$ cat src/common/adcis_pkg.sv
package adcis_pkg;

    localparam int RES_BITS = 12;
    localparam int HI_BITS = RES_BITS - 8;
    localparam int NUM_CH_DEFAULT = 8;
    localparam int BUF_DEPTH = 2;

    // serial clock ceiling in kHz against the sampling clock
    localparam int SCL_MAX_KHZ = 3400;
    localparam int CLK_KHZ = 10000;

    // address byte layout
    localparam int ADDR_PREFIX_MSB = 7;
    localparam int ADDR_PREFIX_LSB = 3;
    localparam int ADDR_SEL_MSB = 2;
    localparam int ADDR_SEL_LSB = 1;
    localparam int ADDR_DIR_BIT = 0;
    localparam logic ADDR_DIR_READ = 1'b1;

    localparam logic INPUT_MODE_DIFF = 1'b0;
    localparam logic INPUT_MODE_SINGLE = 1'b1;

    localparam logic [3:0] BITS_PER_BYTE = 4'h8;
    localparam logic [1:0] STRAP_SETTLE = 2'h2;
    localparam logic [1:0] STRAP_DONE = 2'h3;

    typedef enum logic [7:0] {
        ST_IDLE     = 8'h01,
        ST_ADDR     = 8'h02,
        ST_ACK_ADDR = 8'h04,
        ST_RX       = 8'h08,
        ST_ACK_RX   = 8'h10,
        ST_TX       = 8'h20,
        ST_ACK_TX   = 8'h40,
        ST_IGNORE   = 8'h80
    } adcis_state_e;

    // command byte, most significant bit first
    typedef struct packed {
        logic       input_mode_sel;
        logic       chan_sel_bit2;
        logic       chan_sel_bit1;
        logic       chan_sel_bit0;
        logic       ref_power_bit;
        logic       conv_power_bit;
        logic [1:0] unused;
    } adcis_cmd_s;

    typedef struct packed {
        logic [2:0] pos_chan;
        logic [2:0] neg_chan;
        logic       neg_is_common;
        logic       valid;
    } adcis_mux_s;

    localparam adcis_cmd_s CMD_RESET = '0;
    localparam adcis_mux_s MUX_RESET = '0;

endpackage

$ cat src/rtl/adcis_pair_buf.sv
`timescale 1ns/1ps
module adcis_pair_buf
    import adcis_pkg::*;
#(
    parameter int WIDTH = RES_BITS,
    parameter int DEPTH = BUF_DEPTH
) (
    input wire logic clk,
    input wire logic rst_n,
    input wire logic [WIDTH-1:0] in_data,
    input wire logic in_valid,
    output logic in_ready,
    output logic [WIDTH-1:0] out_data,
    output logic out_valid,
    input wire logic out_ready
);
    localparam int PW = (DEPTH > 1) ? $clog2(DEPTH) : 1;

    generate
        if (DEPTH < 2 || (DEPTH & (DEPTH - 1)) != 0) begin : g_bad_depth
            $error("buffer depth must be a power of two of at least two");
        end
    endgenerate

    logic [WIDTH-1:0] mem_reg [DEPTH];
    logic [PW-1:0] wr_ptr_reg, wr_ptr_next, rd_ptr_reg, rd_ptr_next;
    logic [PW:0] count_reg, count_next;
    logic in_ready_reg, out_valid_reg;
    logic push, pop;

    always_comb begin
        push = in_valid & in_ready_reg;
        pop = out_ready & out_valid_reg;
        wr_ptr_next = push ? wr_ptr_reg + 1'b1 : wr_ptr_reg;
        rd_ptr_next = pop ? rd_ptr_reg + 1'b1 : rd_ptr_reg;
        count_next = count_reg + (PW+1)'(push) - (PW+1)'(pop);
    end

    always_ff @(posedge clk) begin
        if (!rst_n) begin
            wr_ptr_reg <= '0;
            rd_ptr_reg <= '0;
            count_reg <= '0;
            in_ready_reg <= 1'b1;
            out_valid_reg <= 1'b0;
        end else begin
            wr_ptr_reg <= wr_ptr_next;
            rd_ptr_reg <= rd_ptr_next;
            count_reg <= count_next;
            in_ready_reg <= count_next != (PW+1)'(DEPTH);
            out_valid_reg <= count_next != '0;
        end
    end

    // storage carries no reset; validity lives in the count
    always_ff @(posedge clk) begin
        if (push) begin
            mem_reg[wr_ptr_reg] <= in_data;
        end
    end

    assign in_ready = in_ready_reg;
    assign out_valid = out_valid_reg;
    assign out_data = mem_reg[rd_ptr_reg];
endmodule

$ cat src/rtl/adcis_slave.sv
`timescale 1ns/1ps
module adcis_slave
    import adcis_pkg::*;
#(
    parameter int NUM_CH = NUM_CH_DEFAULT,
    parameter logic [4:0] DEV_PREFIX = 5'h15 // arbitrary value
) (
    input wire logic clk,
    input wire logic rst_n,
    input wire logic scl_in,
    input wire logic sda_in,
    output logic sda_out,
    output logic sda_oe,
    input wire logic addr_select_hi,
    input wire logic addr_select_lo,
    input wire logic [RES_BITS-1:0] result_data,
    input wire logic result_valid,
    output logic result_ready,
    input wire logic conv_busy,
    output logic conv_start,
    output logic input_mode_sel,
    output logic [2:0] pos_chan,
    output logic [2:0] neg_chan,
    output logic neg_is_common,
    output logic chan_valid,
    output logic ref_power_on,
    output logic conv_power_on,
    output logic int_clk_en
);
    generate
        if (NUM_CH != 4 && NUM_CH != 8) begin : g_bad_ch
            $error("channel count must be 4 or 8");
        end
        // at least three samples per clock phase are needed to see edges
        if (CLK_KHZ < 6 * 100) begin : g_bad_clk
            $error("sampling clock too slow for the serial clock");
        end
    endgenerate

    // pin synchronisers: the first stage feeds only the second
    logic scl_m_reg, scl_s_reg, scl_d_reg;
    logic sda_m_reg, sda_s_reg, sda_d_reg;
    logic [1:0] strap_m_reg, strap_s_reg;

    always_ff @(posedge clk) begin
        if (!rst_n) begin
            {scl_m_reg, scl_s_reg, scl_d_reg} <= 3'h7;
            {sda_m_reg, sda_s_reg, sda_d_reg} <= 3'h7;
            {strap_m_reg, strap_s_reg} <= 4'h0;
        end else begin
            {scl_d_reg, scl_s_reg, scl_m_reg} <= {scl_s_reg, scl_m_reg, scl_in};
            {sda_d_reg, sda_s_reg, sda_m_reg} <= {sda_s_reg, sda_m_reg, sda_in};
            {strap_s_reg, strap_m_reg} <= {strap_m_reg, addr_select_hi, addr_select_lo};
        end
    end

    logic scl_rise, scl_fall, start_cond, stop_cond;

    always_comb begin
        scl_rise = scl_s_reg & ~scl_d_reg;
        scl_fall = ~scl_s_reg & scl_d_reg;
        start_cond = scl_s_reg & scl_d_reg & sda_d_reg & ~sda_s_reg;
        stop_cond = scl_s_reg & scl_d_reg & ~sda_d_reg & sda_s_reg;
    end

    // select pins caught once, after the synchroniser has filled
    logic [1:0] strap_cnt_reg, strap_cnt_next;
    logic [1:0] strap_reg, strap_next;

    always_comb begin
        strap_cnt_next = strap_cnt_reg;
        strap_next = strap_reg;
        if (strap_cnt_reg != STRAP_DONE) begin
            strap_cnt_next = strap_cnt_reg + 2'h1;
        end
        if (strap_cnt_reg == STRAP_SETTLE) begin
            strap_next = strap_s_reg;
        end
    end

    always_ff @(posedge clk) begin
        if (!rst_n) begin
            {strap_cnt_reg, strap_reg} <= 4'h0;
        end else begin
            {strap_cnt_reg, strap_reg} <= {strap_cnt_next, strap_next};
        end
    end

    logic [RES_BITS-1:0] buf_data;
    logic buf_valid;
    logic buf_pop_reg, buf_pop_next;

    adcis_pair_buf #(
        .WIDTH(RES_BITS),
        .DEPTH(BUF_DEPTH)
    ) u_buf (
        .clk(clk),
        .rst_n(rst_n),
        .in_data(result_data),
        .in_valid(result_valid),
        .in_ready(result_ready),
        .out_data(buf_data),
        .out_valid(buf_valid),
        .out_ready(buf_pop_reg)
    );

    // protocol engine and command decode
    adcis_state_e state_reg, state_next;
    logic [3:0] bit_cnt_reg, bit_cnt_next;
    logic [7:0] shift_reg, shift_next;
    logic sda_oe_reg, sda_oe_next;
    logic is_read_reg, is_read_next;
    logic master_ack_reg, master_ack_next;
    logic send_lo_reg, send_lo_next;
    logic [RES_BITS-1:0] tx_word_reg, tx_word_next;
    adcis_cmd_s cmd_reg, cmd_next;
    adcis_mux_s mux_reg, mux_next;
    logic conv_start_reg, conv_start_next;
    logic ref_pending_reg, ref_pending_next;
    logic ref_on_reg, ref_on_next;
    logic conv_on_reg, conv_on_next;
    logic clk_en_reg, clk_en_next;
    logic [RES_BITS-1:0] word_pick;
    adcis_cmd_s cmd_rx;
    adcis_mux_s mux_rx;
    logic [1:0] pair;

    always_comb begin
        cmd_rx = adcis_cmd_s'(shift_reg);
        pair = {cmd_rx.chan_sel_bit1, cmd_rx.chan_sel_bit0};
        mux_rx = MUX_RESET;
        mux_rx.pos_chan = {pair, cmd_rx.chan_sel_bit2};
        if (cmd_rx.input_mode_sel == INPUT_MODE_DIFF) begin
            mux_rx.neg_chan = {pair, ~cmd_rx.chan_sel_bit2};
        end else begin
            mux_rx.neg_is_common = 1'b1;
        end
        mux_rx.valid = (NUM_CH == 8) || !cmd_rx.chan_sel_bit1;
        word_pick = buf_valid ? buf_data : tx_word_reg;
    end

    always_comb begin
        state_next = state_reg;
        bit_cnt_next = bit_cnt_reg;
        shift_next = shift_reg;
        sda_oe_next = sda_oe_reg;
        is_read_next = is_read_reg;
        master_ack_next = master_ack_reg;
        send_lo_next = send_lo_reg;
        tx_word_next = tx_word_reg;
        cmd_next = cmd_reg;
        mux_next = mux_reg;
        conv_start_next = 1'b0;
        buf_pop_next = 1'b0;
        ref_pending_next = ref_pending_reg;
        ref_on_next = ref_on_reg;
        if (start_cond || stop_cond) begin
            // both end a transfer and let a pending reference turn on
            if (ref_pending_reg) begin
                ref_on_next = 1'b1;
            end
            ref_pending_next = 1'b0;
            sda_oe_next = 1'b0;
            bit_cnt_next = 4'h0;
            state_next = start_cond ? ST_ADDR : ST_IDLE;
        end else begin
            unique case (state_reg)
                ST_IDLE, ST_IGNORE: begin
                    // wait for a start; released line
                end
                ST_ADDR, ST_RX: begin
                    if (scl_rise) begin
                        shift_next = {shift_reg[6:0], sda_s_reg};
                        bit_cnt_next = bit_cnt_reg + 4'h1;
                    end else if (scl_fall && bit_cnt_reg == BITS_PER_BYTE) begin
                        if (state_reg == ST_ADDR) begin
                            if (shift_reg[ADDR_PREFIX_MSB:ADDR_PREFIX_LSB] == DEV_PREFIX
                                && shift_reg[ADDR_SEL_MSB:ADDR_SEL_LSB] == strap_reg) begin
                                sda_oe_next = 1'b1;
                                is_read_next = shift_reg[ADDR_DIR_BIT] == ADDR_DIR_READ;
                                state_next = ST_ACK_ADDR;
                            end else begin
                                state_next = ST_IGNORE;
                            end
                        end else begin
                            sda_oe_next = 1'b1;
                            cmd_next = cmd_rx;
                            mux_next = mux_rx;
                            conv_start_next = mux_rx.valid;
                            ref_pending_next = cmd_rx.ref_power_bit;
                            if (!cmd_rx.ref_power_bit) begin
                                ref_on_next = 1'b0;
                            end
                            state_next = ST_ACK_RX;
                        end
                    end
                end
                ST_ACK_ADDR: begin
                    if (scl_fall) begin
                        bit_cnt_next = 4'h0;
                        if (is_read_reg) begin
                            tx_word_next = word_pick;
                            buf_pop_next = buf_valid;
                            shift_next = {{(8 - HI_BITS){1'b0}}, word_pick[RES_BITS-1:8]};
                            sda_oe_next = ~shift_next[7];
                            send_lo_next = 1'b1;
                            state_next = ST_TX;
                        end else begin
                            sda_oe_next = 1'b0;
                            state_next = ST_RX;
                        end
                    end
                end
                ST_ACK_RX: begin
                    if (scl_fall) begin
                        sda_oe_next = 1'b0;
                        bit_cnt_next = 4'h0;
                        state_next = ST_RX;
                    end
                end
                ST_TX: begin
                    if (scl_rise) begin
                        bit_cnt_next = bit_cnt_reg + 4'h1;
                    end else if (scl_fall) begin
                        if (bit_cnt_reg == BITS_PER_BYTE) begin
                            sda_oe_next = 1'b0;
                            state_next = ST_ACK_TX;
                        end else begin
                            shift_next = {shift_reg[6:0], 1'b0};
                            sda_oe_next = ~shift_next[7];
                        end
                    end
                end
                ST_ACK_TX: begin
                    if (scl_rise) begin
                        master_ack_next = ~sda_s_reg;
                    end else if (scl_fall) begin
                        bit_cnt_next = 4'h0;
                        if (!master_ack_reg) begin
                            sda_oe_next = 1'b0;
                            state_next = ST_IGNORE;
                        end else if (send_lo_reg) begin
                            shift_next = tx_word_reg[7:0];
                            sda_oe_next = ~shift_next[7];
                            send_lo_next = 1'b0;
                            state_next = ST_TX;
                        end else begin
                            // a further read sends the next buffered word, or repeats the last word sent when the buffer is empty
                            tx_word_next = word_pick;
                            buf_pop_next = buf_valid;
                            shift_next = {{(8 - HI_BITS){1'b0}}, word_pick[RES_BITS-1:8]};
                            sda_oe_next = ~shift_next[7];
                            send_lo_next = 1'b1;
                            state_next = ST_TX;
                        end
                    end
                end
            endcase
        end
        // core clock runs only from a start until a stop, an address miss or a read nack, or while converting
        clk_en_next = (state_next != ST_IDLE && state_next != ST_IGNORE) || conv_busy;
        conv_on_next = clk_en_next || cmd_next.conv_power_bit;
    end

    always_ff @(posedge clk) begin
        if (!rst_n) begin
            state_reg <= ST_IDLE;
            bit_cnt_reg <= 4'h0;
            shift_reg <= 8'h00;
            tx_word_reg <= '0;
            cmd_reg <= CMD_RESET;
            mux_reg <= MUX_RESET;
            ref_on_reg <= 1'b0;
            {sda_oe_reg, is_read_reg, master_ack_reg, send_lo_reg, conv_start_reg} <= 5'h00;
            {buf_pop_reg, ref_pending_reg, conv_on_reg, clk_en_reg} <= 4'h0;
        end else begin
            state_reg <= state_next;
            bit_cnt_reg <= bit_cnt_next;
            shift_reg <= shift_next;
            tx_word_reg <= tx_word_next;
            cmd_reg <= cmd_next;
            mux_reg <= mux_next;
            ref_on_reg <= ref_on_next;
            {sda_oe_reg, is_read_reg, master_ack_reg} <= {sda_oe_next, is_read_next, master_ack_next};
            {send_lo_reg, conv_start_reg, buf_pop_reg} <= {send_lo_next, conv_start_next, buf_pop_next};
            {ref_pending_reg, conv_on_reg, clk_en_reg} <= {ref_pending_next, conv_on_next, clk_en_next};
        end
    end

    // open drain: only ever pull low
    logic sda_out_reg;
    always_ff @(posedge clk) begin
        sda_out_reg <= 1'b0;
    end

    assign sda_out = sda_out_reg;
    assign sda_oe = sda_oe_reg;
    assign conv_start = conv_start_reg;
    assign input_mode_sel = cmd_reg.input_mode_sel;
    assign pos_chan = mux_reg.pos_chan;
    assign neg_chan = mux_reg.neg_chan;
    assign neg_is_common = mux_reg.neg_is_common;
    assign chan_valid = mux_reg.valid;
    assign ref_power_on = ref_on_reg;
    assign conv_power_on = conv_on_reg;
    assign int_clk_en = clk_en_reg;
endmodule

$ cat config.mk
export PLATFORM = sky130hd
export DESIGN_NAME = adcis_slave
export DESIGN_NICKNAME = d
export VERILOG_FILES = /design/src/common/adcis_pkg.sv /design/src/rtl/adcis_pair_buf.sv /design/src/rtl/adcis_slave.sv
export SDC_FILE = /design/constraint.sdc
export NUM_CORES = 1
export LEC_CHECK = 0
export BUFFER_PORTS_ARGS = -buffer_cell sky130_fd_sc_hd__buf_2
export CAP_MARGIN = 20
export CORE_MARGIN = 2
export CORE_UTILIZATION = 40
export CTS_BUF_LIST = sky130_fd_sc_hd__clkbuf_8
export DETAILED_ROUTE_END_ITERATION = 8
export GPL_ROUTABILITY_DRIVEN = 0
export GPL_TIMING_DRIVEN = 0
export PLACE_DENSITY = 0.63
export SKIP_LAST_GASP = 1
export SYNTH_ARGS = -nofsm -noshare
export SYNTH_HDL_FRONTEND = slang
export SYNTH_SLANG_ARGS = --single-unit
export TNS_END_PERCENT = 1
$ cat constraint.sdc
create_clock -name clk -period 2.2 [get_ports clk]
set_input_delay 0.44 -clock clk [delete_from_list [all_inputs] [get_ports clk]]
set_output_delay 0.44 -clock clk [all_outputs]
set_load 0.005 [all_outputs]
# Word-level counts from Yosys, hierarchy flattened
# Memory sizes are Yosys's and may differ from the RTL's. A register that Yosys moved wholly into a read port is not among the register bits.
# Index checks and enable logic that the tools add are counted.
# Widths: inputs -> output; s select.
totals:
  latchBits: 0
  reg_bits: 74
  mem_bits_ro: 0
  mem_bits_rw: 24
  memories: 1
  elab_cells: 212
classes:
  n_eq_ne: 33
  n_addsub: 6
  muxes: 87
  order_cmp: 0
  n_shift: 0
  div: 0
  bitwise_logic: 21
  multipliers: 0
  reduce_logical: 28
memory_table:
  columns: ["name", "depth", "width", "read_ports", "rd_ports_with_merged_regs", "write_ports", "line_no", "text"]
  rows:
  - ["u_buf.mem_reg", 2, 12, 1, 1, 1, "adcis_pair_buf.sv:25", "logic [WIDTH-1:0] mem_reg [DEPTH];"]
op_table:
  columns: ["cell", "n"]
  rows:
  - ["$mux 8", 23]
  - ["$mux 12", 7]
  - ["$pmux 8 s5", 1]
  - ["$mux 1", 39]
  - ["$ne 2x2->1 const B", 17]
  - ["$pmux 8 s4", 1]
  - ["$pmux 12 s2", 1]
  - ["$mux 3", 6]
  - ["$mux 4", 3]
  - ["$not 1->1", 12]
  - ["$pmux 4 s3", 1]
  - ["$reduce_and 6->1", 2]
  - ["$reduce_and 11->1", 1]
  - ["$reduce_and 10->1", 1]
  - ["$and 1x1->1", 9]
  - ["$eq 8x2->1 const B", 1]
  - ["$eq 8x3->1 const B", 1]
  - ["$eq 8x4->1 const B", 1]
  - ["$eq 8x5->1 const B", 1]
  - ["$eq 8x6->1 const B", 1]
  - ["$eq 8x7->1 const B", 1]
  - ["$ne 8x1->1 const B", 1]
  - ["$ne 8x8->1 const B", 1]
  - ["$reduce_and 8->1", 1]
  - ["28 further kinds", 42]

# Longest topological paths before layout
# Gate-level depths: netlist of run 1.
logic_depth:
  ltp_word: 12
  depth_mapped: 10
  depth_no_buf: 9

# Cells and area by module
# From an unflattened synthesis of run 1, not the netlist that was laid out.
hier_totals:
  cells_unflattened: 415
  area_unflattened_um2: 4226.6
modules_own_cells:
  columns: ["mod", "seq_area_each_um2", "cells_per_inst", "instances", "area_each_um2"]
  rows:
  - ["adcis_slave", 1301.2, 352, 1, 3088.0]
  - ["adcis_pair_buf", 860.8, 63, 1, 1138.6]

# Worst setup path before layout of run 1
# No wires, ideal clock.
synth_timing:
  kind: "register -> register"
  startpoint: "register state_reg[4]"
  endpoint: "register bit_cnt_reg[1]"
  n_path_buf: 1
  path_stages_with_launch: 9
  slack_ns: -0.093
  arrival_ns: 2.227
  cell_sequence: "dfxtp_1 buf_6 or4_4 nor2_8 nand2_4 or3_4 and2_4 or3b_1 a21oi_2"
synth_via:
  elab_chain_len: 4
  elab_cells_between_ends: 13
synth_lines:
  columns: ["item", "line_no", "text"]
  rows:
  - ["start: declaration", "adcis_slave.sv:108", "adcis_state_e state_reg, state_next;"]
  - ["start signal: assignment", "adcis_slave.sv:277", "state_reg <= state_next;"]
  - ["$eq 8x2->1 (tied with other cells)", "adcis_slave.sv:167", "unique case (state_reg)"]
  - ["$reduce_or 3->1 (no source line) or $reduce_or 2->1 (tied branches)", null, null]
  - ["$ne 2x1->1 (no source line) or $reduce_bool 3->1 (tied branches)", null, null]
  - ["$reduce_and 3->1 (no source line)", null, null]
  - ["end signal: assignment", "adcis_slave.sv:278", "bit_cnt_reg <= bit_cnt_next;"]
  - ["end: declaration", "adcis_slave.sv:109", "logic [3:0] bit_cnt_reg, bit_cnt_next;"]
# Parallel ways exist; a longest one is shown, timed or not.
# A chain may end at the register's enable or synchronous reset.

# Final worst setup path of run 1
# Ends and elaborated chain as after synthesis.

==> results of run 1 <==
path summary, 6_finish.rpt:
check | from | end | slack [ps] | cells after the start
worst min register to register | sda_m_reg | sda_s_reg | 420 | 1
worst min-delay path | result_data[8] | u_buf.mem_reg[0][8] | 250 | 1
worst max register to register | state_reg[4] | bit_cnt_reg[1] | -110 | 7
worst max-delay path | state_reg[4] | bit_cnt_reg[1] | -110 | 7
kinds of logic after synthesis:
group	synth area share
AND/OR/NAND/NOR	0.210
flip-flops	0.512
AO/OA/AOI/OAI	0.129
buffers and inverters	0.0453
multiplexers	0.0646
XOR/XNOR	0.0207
adder cells (fa/ha/maj)	0.0178
other	0.000888
worst max-delay path, cell delays in order (launching register included):
cell and delay [ps]:
dfxtp_4 370, or4_4 590, nor2_8 140, nand2_4 70, or3_4 400, and2_4 150
or3b_1 390, a21oi_2 140
layer usage:
metal / GRT usage / share of wire / vias to the layer above
li1: - / - / 1617
met1: 0.215 / 0.45 / 1525
met2: 0.278 / 0.47 / 103
met3: 0.0432 / 0.060 / 21
met4: 0.0649 / 0.022 / 0
met5: 0 / 0 / -
placed cells by master, fill, tap and decap left out, drive strengths merged, types with 8 or more instances in the layout:
master / count
dfxtp: 72
nor2: 66
buf: 62
nand2: 35
mux2i: 25
edfxtp: 24
a21oi: 24
clkbuf: 21
a211oi: 17
inv: 14
and2: 10
o21ai: 9
nand2b: 8
nand3: 8
repair_timing:
| item | CTS | global route |
|---|---|---|
| pin swaps | 8 | 1 |
| hold buffers | 0 | 0 |
| gates resized for setup | 17 | 16 |
| setup buffers | 17 | 0 |
| setup endpoints to repair | 34 | 39 |
layout make-up:
cell class | instances | share of cell area
plain buffers | 23 | 0.0271
clock buffers | 9 | 0.0250
clock inverters | 7 | 0.0111
inverters | 11 | 0.00835
multi-input cells | 290 | 0.392
flip-flops and latches | 96 | 0.439
well taps | 136 | 0.0344
repair buffers | 51 | 0.0627
power by group:
group | internal [mW] | switching [mW] | total [mW]
sequential | 1.88 | 0.0287 | 1.91
combinational | 0.111 | 0.176 | 0.287
clock | 0.422 | 0.639 | 1.06
stage by stage:
stage	power, mW	setup TNS (ps)	cell area, um^2	setup slack [ps]
after floorplan	2.14	-74.5	4220	-21.5
after global placement	2.22	-6050	4560	-381
after detailed placement	2.23	-6120	4560	-398
after CTS	3.28	-1350	4910	-114
after global routing	3.40	-2590	4950	-214
final	3.26	-728	4950	-111
==> results_dict.tcl, run 1 <==
set metrics [dict create \
    overflow 0 \
    antenna_found_initial 0 \
    worstSetupPathType "reg -> reg" \
    min_period_over_period 1.05 \
    failed_checks "negative setup slack" \
    synth_top_area_frac 0.341 \
    synth_cells 426 \
    htreeDepth 3 \
    grt_util_all_layers 0.169 \
    leakagePower_nw 1.83 \
    start_util 0.411 \
    stdcell_count 623 \
    tritoncts "built" \
    utilization 0.481 \
    yosys.area.top_type "dfxtp_1" \
    drive_gt1_frac 0.224 \
    placedCellCount 596 \
    fin_nets 508 \
    drcViolationCount 0 \
    antennaDiodeCount 0 \
    ir_drop_uv 472 \
    drv_slew 0 \
    seqCellArea_mm2 0.00217 \
    start_kind "register" \
    synth-async-reset-ratio 0 \
    synth_most_common_cell "dfxtp_1" \
    drt-wirelength-per-cell_um 14.8 \
    fmax_mhz 433 \
    timing.hold.ws_ps 253 \
    dr.pass1.iters 5 \
    ys.flop_type "dfxtp_1" \
    clk_latency_ps 370 \
    portBuffers 34 \
    hpwlAfterDp_mm 6.40 \
    die-area_mm2 0.0114 \
    cts.clk_slew.worst_paths_ps 100 \
    final_hold_viol_count 0 \
    tightestPinTransition_ps 951 \
    grt_pass1_wl_mm 15.3 \
    setup_violations 14 \
    end_kind "register" \
    avgSynthCellArea_um2 9.91 \
    fillCellCount 986 \
    status "complete, but fails checks" \
    multi_input_area_mm2 0.00194 \
    finClkSkew_ps 8.47 \
    synth_cell_types 60 \
    holdCritPathClass "in -> reg" \
    root_buffer "clkbuf_8" \
    via_count 3266 \
    arrival_ps 2620 \
    area_delta_synth_final_pct 17.2 \
    finalWorstSetupSlack_ps -111 \
    ys_ff_latch 96 \
    rsz0062_at_grt "true" \
    rows 37 \
    ys_seq_area_frac 0.512 \
    pin_count 36 \
    ys_warn_count 0 \
    maxCapViolations 0 \
    core_area_mm2 0.0103 \
    wirelength_mm 9.25 \
    p_per_area_mw_per_mm2 658 \
    syn_nets 452 \
    grt_start_max_net_pins 18 \
    yosys-top-cells-count "dfxtp_1, nor2_1, nand2_1" \
    syn-cell-area_mm2 0.00422 \
    crit_fanout 4 \
    fp.dieW_um 107 \
    largest_register_ffs 24 \
    cts-buffers-inserted 9 \
    ant_nets 0 \
    clk_path_buf_depth 2 \
    grt_pass1_vias 3195 \
    die_height_um 107 \
    relSlewSlack 0.364 \
    drt_iter0_markers 244 \
    required_ps 2510 \
    ys_top_cells_by_area "dfxtp_1, edfxtp_1, mux2i_1" \
    viasPerCell 5.24 \
    synth-edff-count 24 \
    cts_sinks 96 \
    period_minus_slack_ps 2310 \
]
Power figures use the tool's default switching activity.
==> inputs of run 2 (changes only) <==
SYNTH_HIERARCHICAL = 1   (was not set)
==> results_dict.tcl, run 2 <==
set metrics [dict create \
    ys_seq_area_frac 0.512 \
    failed_checks "negative setup slack" \
    die-area_mm2 0.0114 \
    setup_violations 12 \
    drcViolationCount 0 \
    grt_start_max_net_pins 17 \
    synth_compound_area_frac 0.122 \
    cts_hold_buf 0 \
    synth_xor_area_frac 0.0228 \
    area_delta_synth_final_pct 22.4 \
    finalWorstSetupSlack_ps -72.4 \
    synth_top_family_by_area "simple AND/OR/NAND/NOR gates" \
    seqCellArea_mm2 0.00217 \
    reg2reg_depth 7 \
    antennaDiodeCount 0 \
    mostFrequentLayoutCells "dfxtp_1, nor2_1, buf_2, nand2_1" \
    tightestPinTransition_ps 597 \
    arrival_ps 2500 \
    antenna_found_initial 0 \
    fp.dieW_um 107 \
    status "complete, but fails checks" \
    synth_cells 415 \
    synth_cell_types 65 \
    grt_pass1_wl_mm 15.8 \
    crit_path_end "conv_power_on" \
    r2r_start "state_reg[3]" \
    portBuffers 34 \
    clk_path_buf_depth 2 \
    min_period_over_period 1.03 \
    leakagePower_nw 2.05 \
    stdcell_count 620 \
    synth_most_common_cell "dfxtp_1" \
    ys_warn_count 6 \
    required_ps 2420 \
    placedCellCount 585 \
    synth_simple_gate_area_frac 0.200 \
    layout_commonest_cell "dfxtp_1" \
    tritoncts "built" \
    use_met1 0.237 \
    fillCellCount 951 \
    pin_count 36 \
    yosys.area.top_type "dfxtp_1" \
    clk_latency_ps 370 \
    fin_setup_tns_ps -373 \
    synth_fa_ha_area_frac 0.0148 \
    overflow 0 \
    viasPerCell 5.46 \
    grt_pass1_vias 3232 \
    synth-edff-count 24 \
    worstSetupPathType "reg -> reg" \
    period_minus_slack_ps 2270 \
    ys.flop_type "dfxtp_1" \
    rows 37 \
    largest_register_ffs 24 \
    synthMuxAreaShare 0.0897 \
    cts-buffers-inserted 9 \
    fin_nets 504 \
    syn-cell-area_mm2 0.00423 \
    wirelength_mm 9.99 \
    synth-async-reset-ratio 0 \
    ys_ff_latch 96 \
    ys_top_cells_by_area "dfxtp_1, edfxtp_1, mux2i_1" \
    root_buffer "clkbuf_8" \
    crit_start "state_reg[3]" \
    crit_fanout 5 \
    syn_nets 440 \
    hpwlAfterDp_mm 6.61 \
    relSlewSlack 0.602 \
    fmax_mhz 440 \
    finClkSkew_ps 12.3 \
    dr.pass1.iters 5 \
    rrSetupSlack_ps -70 \
    synth_top_area_frac 0.341 \
    cts.clk_slew.worst_paths_ps 90 \
    p_per_area_mw_per_mm2 654 \
    drive_gt1_frac 0.264 \
    rsz0062_at_grt "true" \
    drt-wirelength-per-cell_um 16.1 \
    drv_slew 0 \
    via_count 3385 \
    avgSynthCellArea_um2 10.2 \
    start_util 0.411 \
    die_height_um 107 \
    grt_use_met3 0.0280 \
    end_kind "register" \
    grt-busiest-layer "met2" \
    holdCritPathClass "in -> reg" \
    globalRouteMet2Util 0.274 \
    ir_drop_uv 371 \
    grt_util_all_layers 0.177 \
    reg2reg_to "conv_power_on" \
    final_hold_viol_count 0 \
    cts_sinks 96 \
    htreeDepth 3 \
    multi_input_area_mm2 0.00212 \
    ant_nets 0 \
    maxCapViolations 0 \
    drt_iter0_markers 253 \
    yosys-top-cells-count "dfxtp_1, nor2_1, nand2_1" \
    start_kind "register" \
    core_area_mm2 0.0103 \
]
## run 2: kinds of logic after synthesis
kind of cell / count (synthesis)
and+or+nand+nor: 161
DFF: 96
AOI/OAI and AO/OA: 71
muxes: 36
buffers and inverters: 34
xor gates and xnor gates: 11
adders and majority gates: 5
other: 1
## run 2: final cells by class
class | instances | share of cell area
repair buffers | 58 | 0.0687
plain buffers | 19 | 0.0222
inverters | 10 | 0.00725
well taps | 136 | 0.0329
flip-flops and latches | 96 | 0.420
clock inverters | 6 | 0.0128
multi-input cells | 285 | 0.410
clock buffers | 10 | 0.0266
## run 2: repair_timing
item / in CTS / in global routing
cloned: 1 / 0
setup endpoints to repair: 36 / 38
setup buffers: 8 / 14
gates resized for setup: 24 / 32
pin swaps: 11 / 16
## run 2: routing by layer
metal,vias to the layer above,wire length [um]
li1,1641,-
met1,1617,4610
met2,109,4670
met3,18,467
met4,0,242
met5,-,0
## run 2: worst min-delay path by stage
stage,to,slack (ps),start,cells past startpoint
floorplan,scl_s_reg,390,scl_m_reg,1
global placement,scl_s_reg,390,scl_m_reg,1
detailed placement,sda_s_reg,400,sda_m_reg,1
CTS,scl_m_reg,240,scl_in,2
global route,u_buf/mem_reg[1][1],240,result_data[1],1
finish,scl_m_reg,250,scl_in,2
## run 2: metrics by stage
stage          utilization  setup WS (ps)  area, um^2  total power [mW]  hold WS [ps]
4_1_cts              0.479           -181        4920              3.38           237
5_1_grt              0.504           -136        5170              3.50           242
3_3_place_gp         0.445           -464        4570              2.18           389
3_5_place_dp         0.445           -440        4570              2.19           396
2_1_floorplan            -          -20.6        4230              2.10           386
6_report             0.504          -72.4        5170              3.38           248
## run 2: critical path: stages, from the launching register on
cell      delay, ps
dfxtp_4         370
or3_4           390
or4b_4          510
buf_8           150
o311ai_2         80
nand3_1         180
o31ai_4         280
a41oi_2         170
## run 2: power breakdown
part / internal [mW] / switching, mW / total [mW] / leakage [nW]
sequential: 1.87 / 0.0349 / 1.91 / 0.811
combinational: 0.125 / 0.153 / 0.278 / 1.13
clock: 0.562 / 0.635 / 1.20 / 0.109
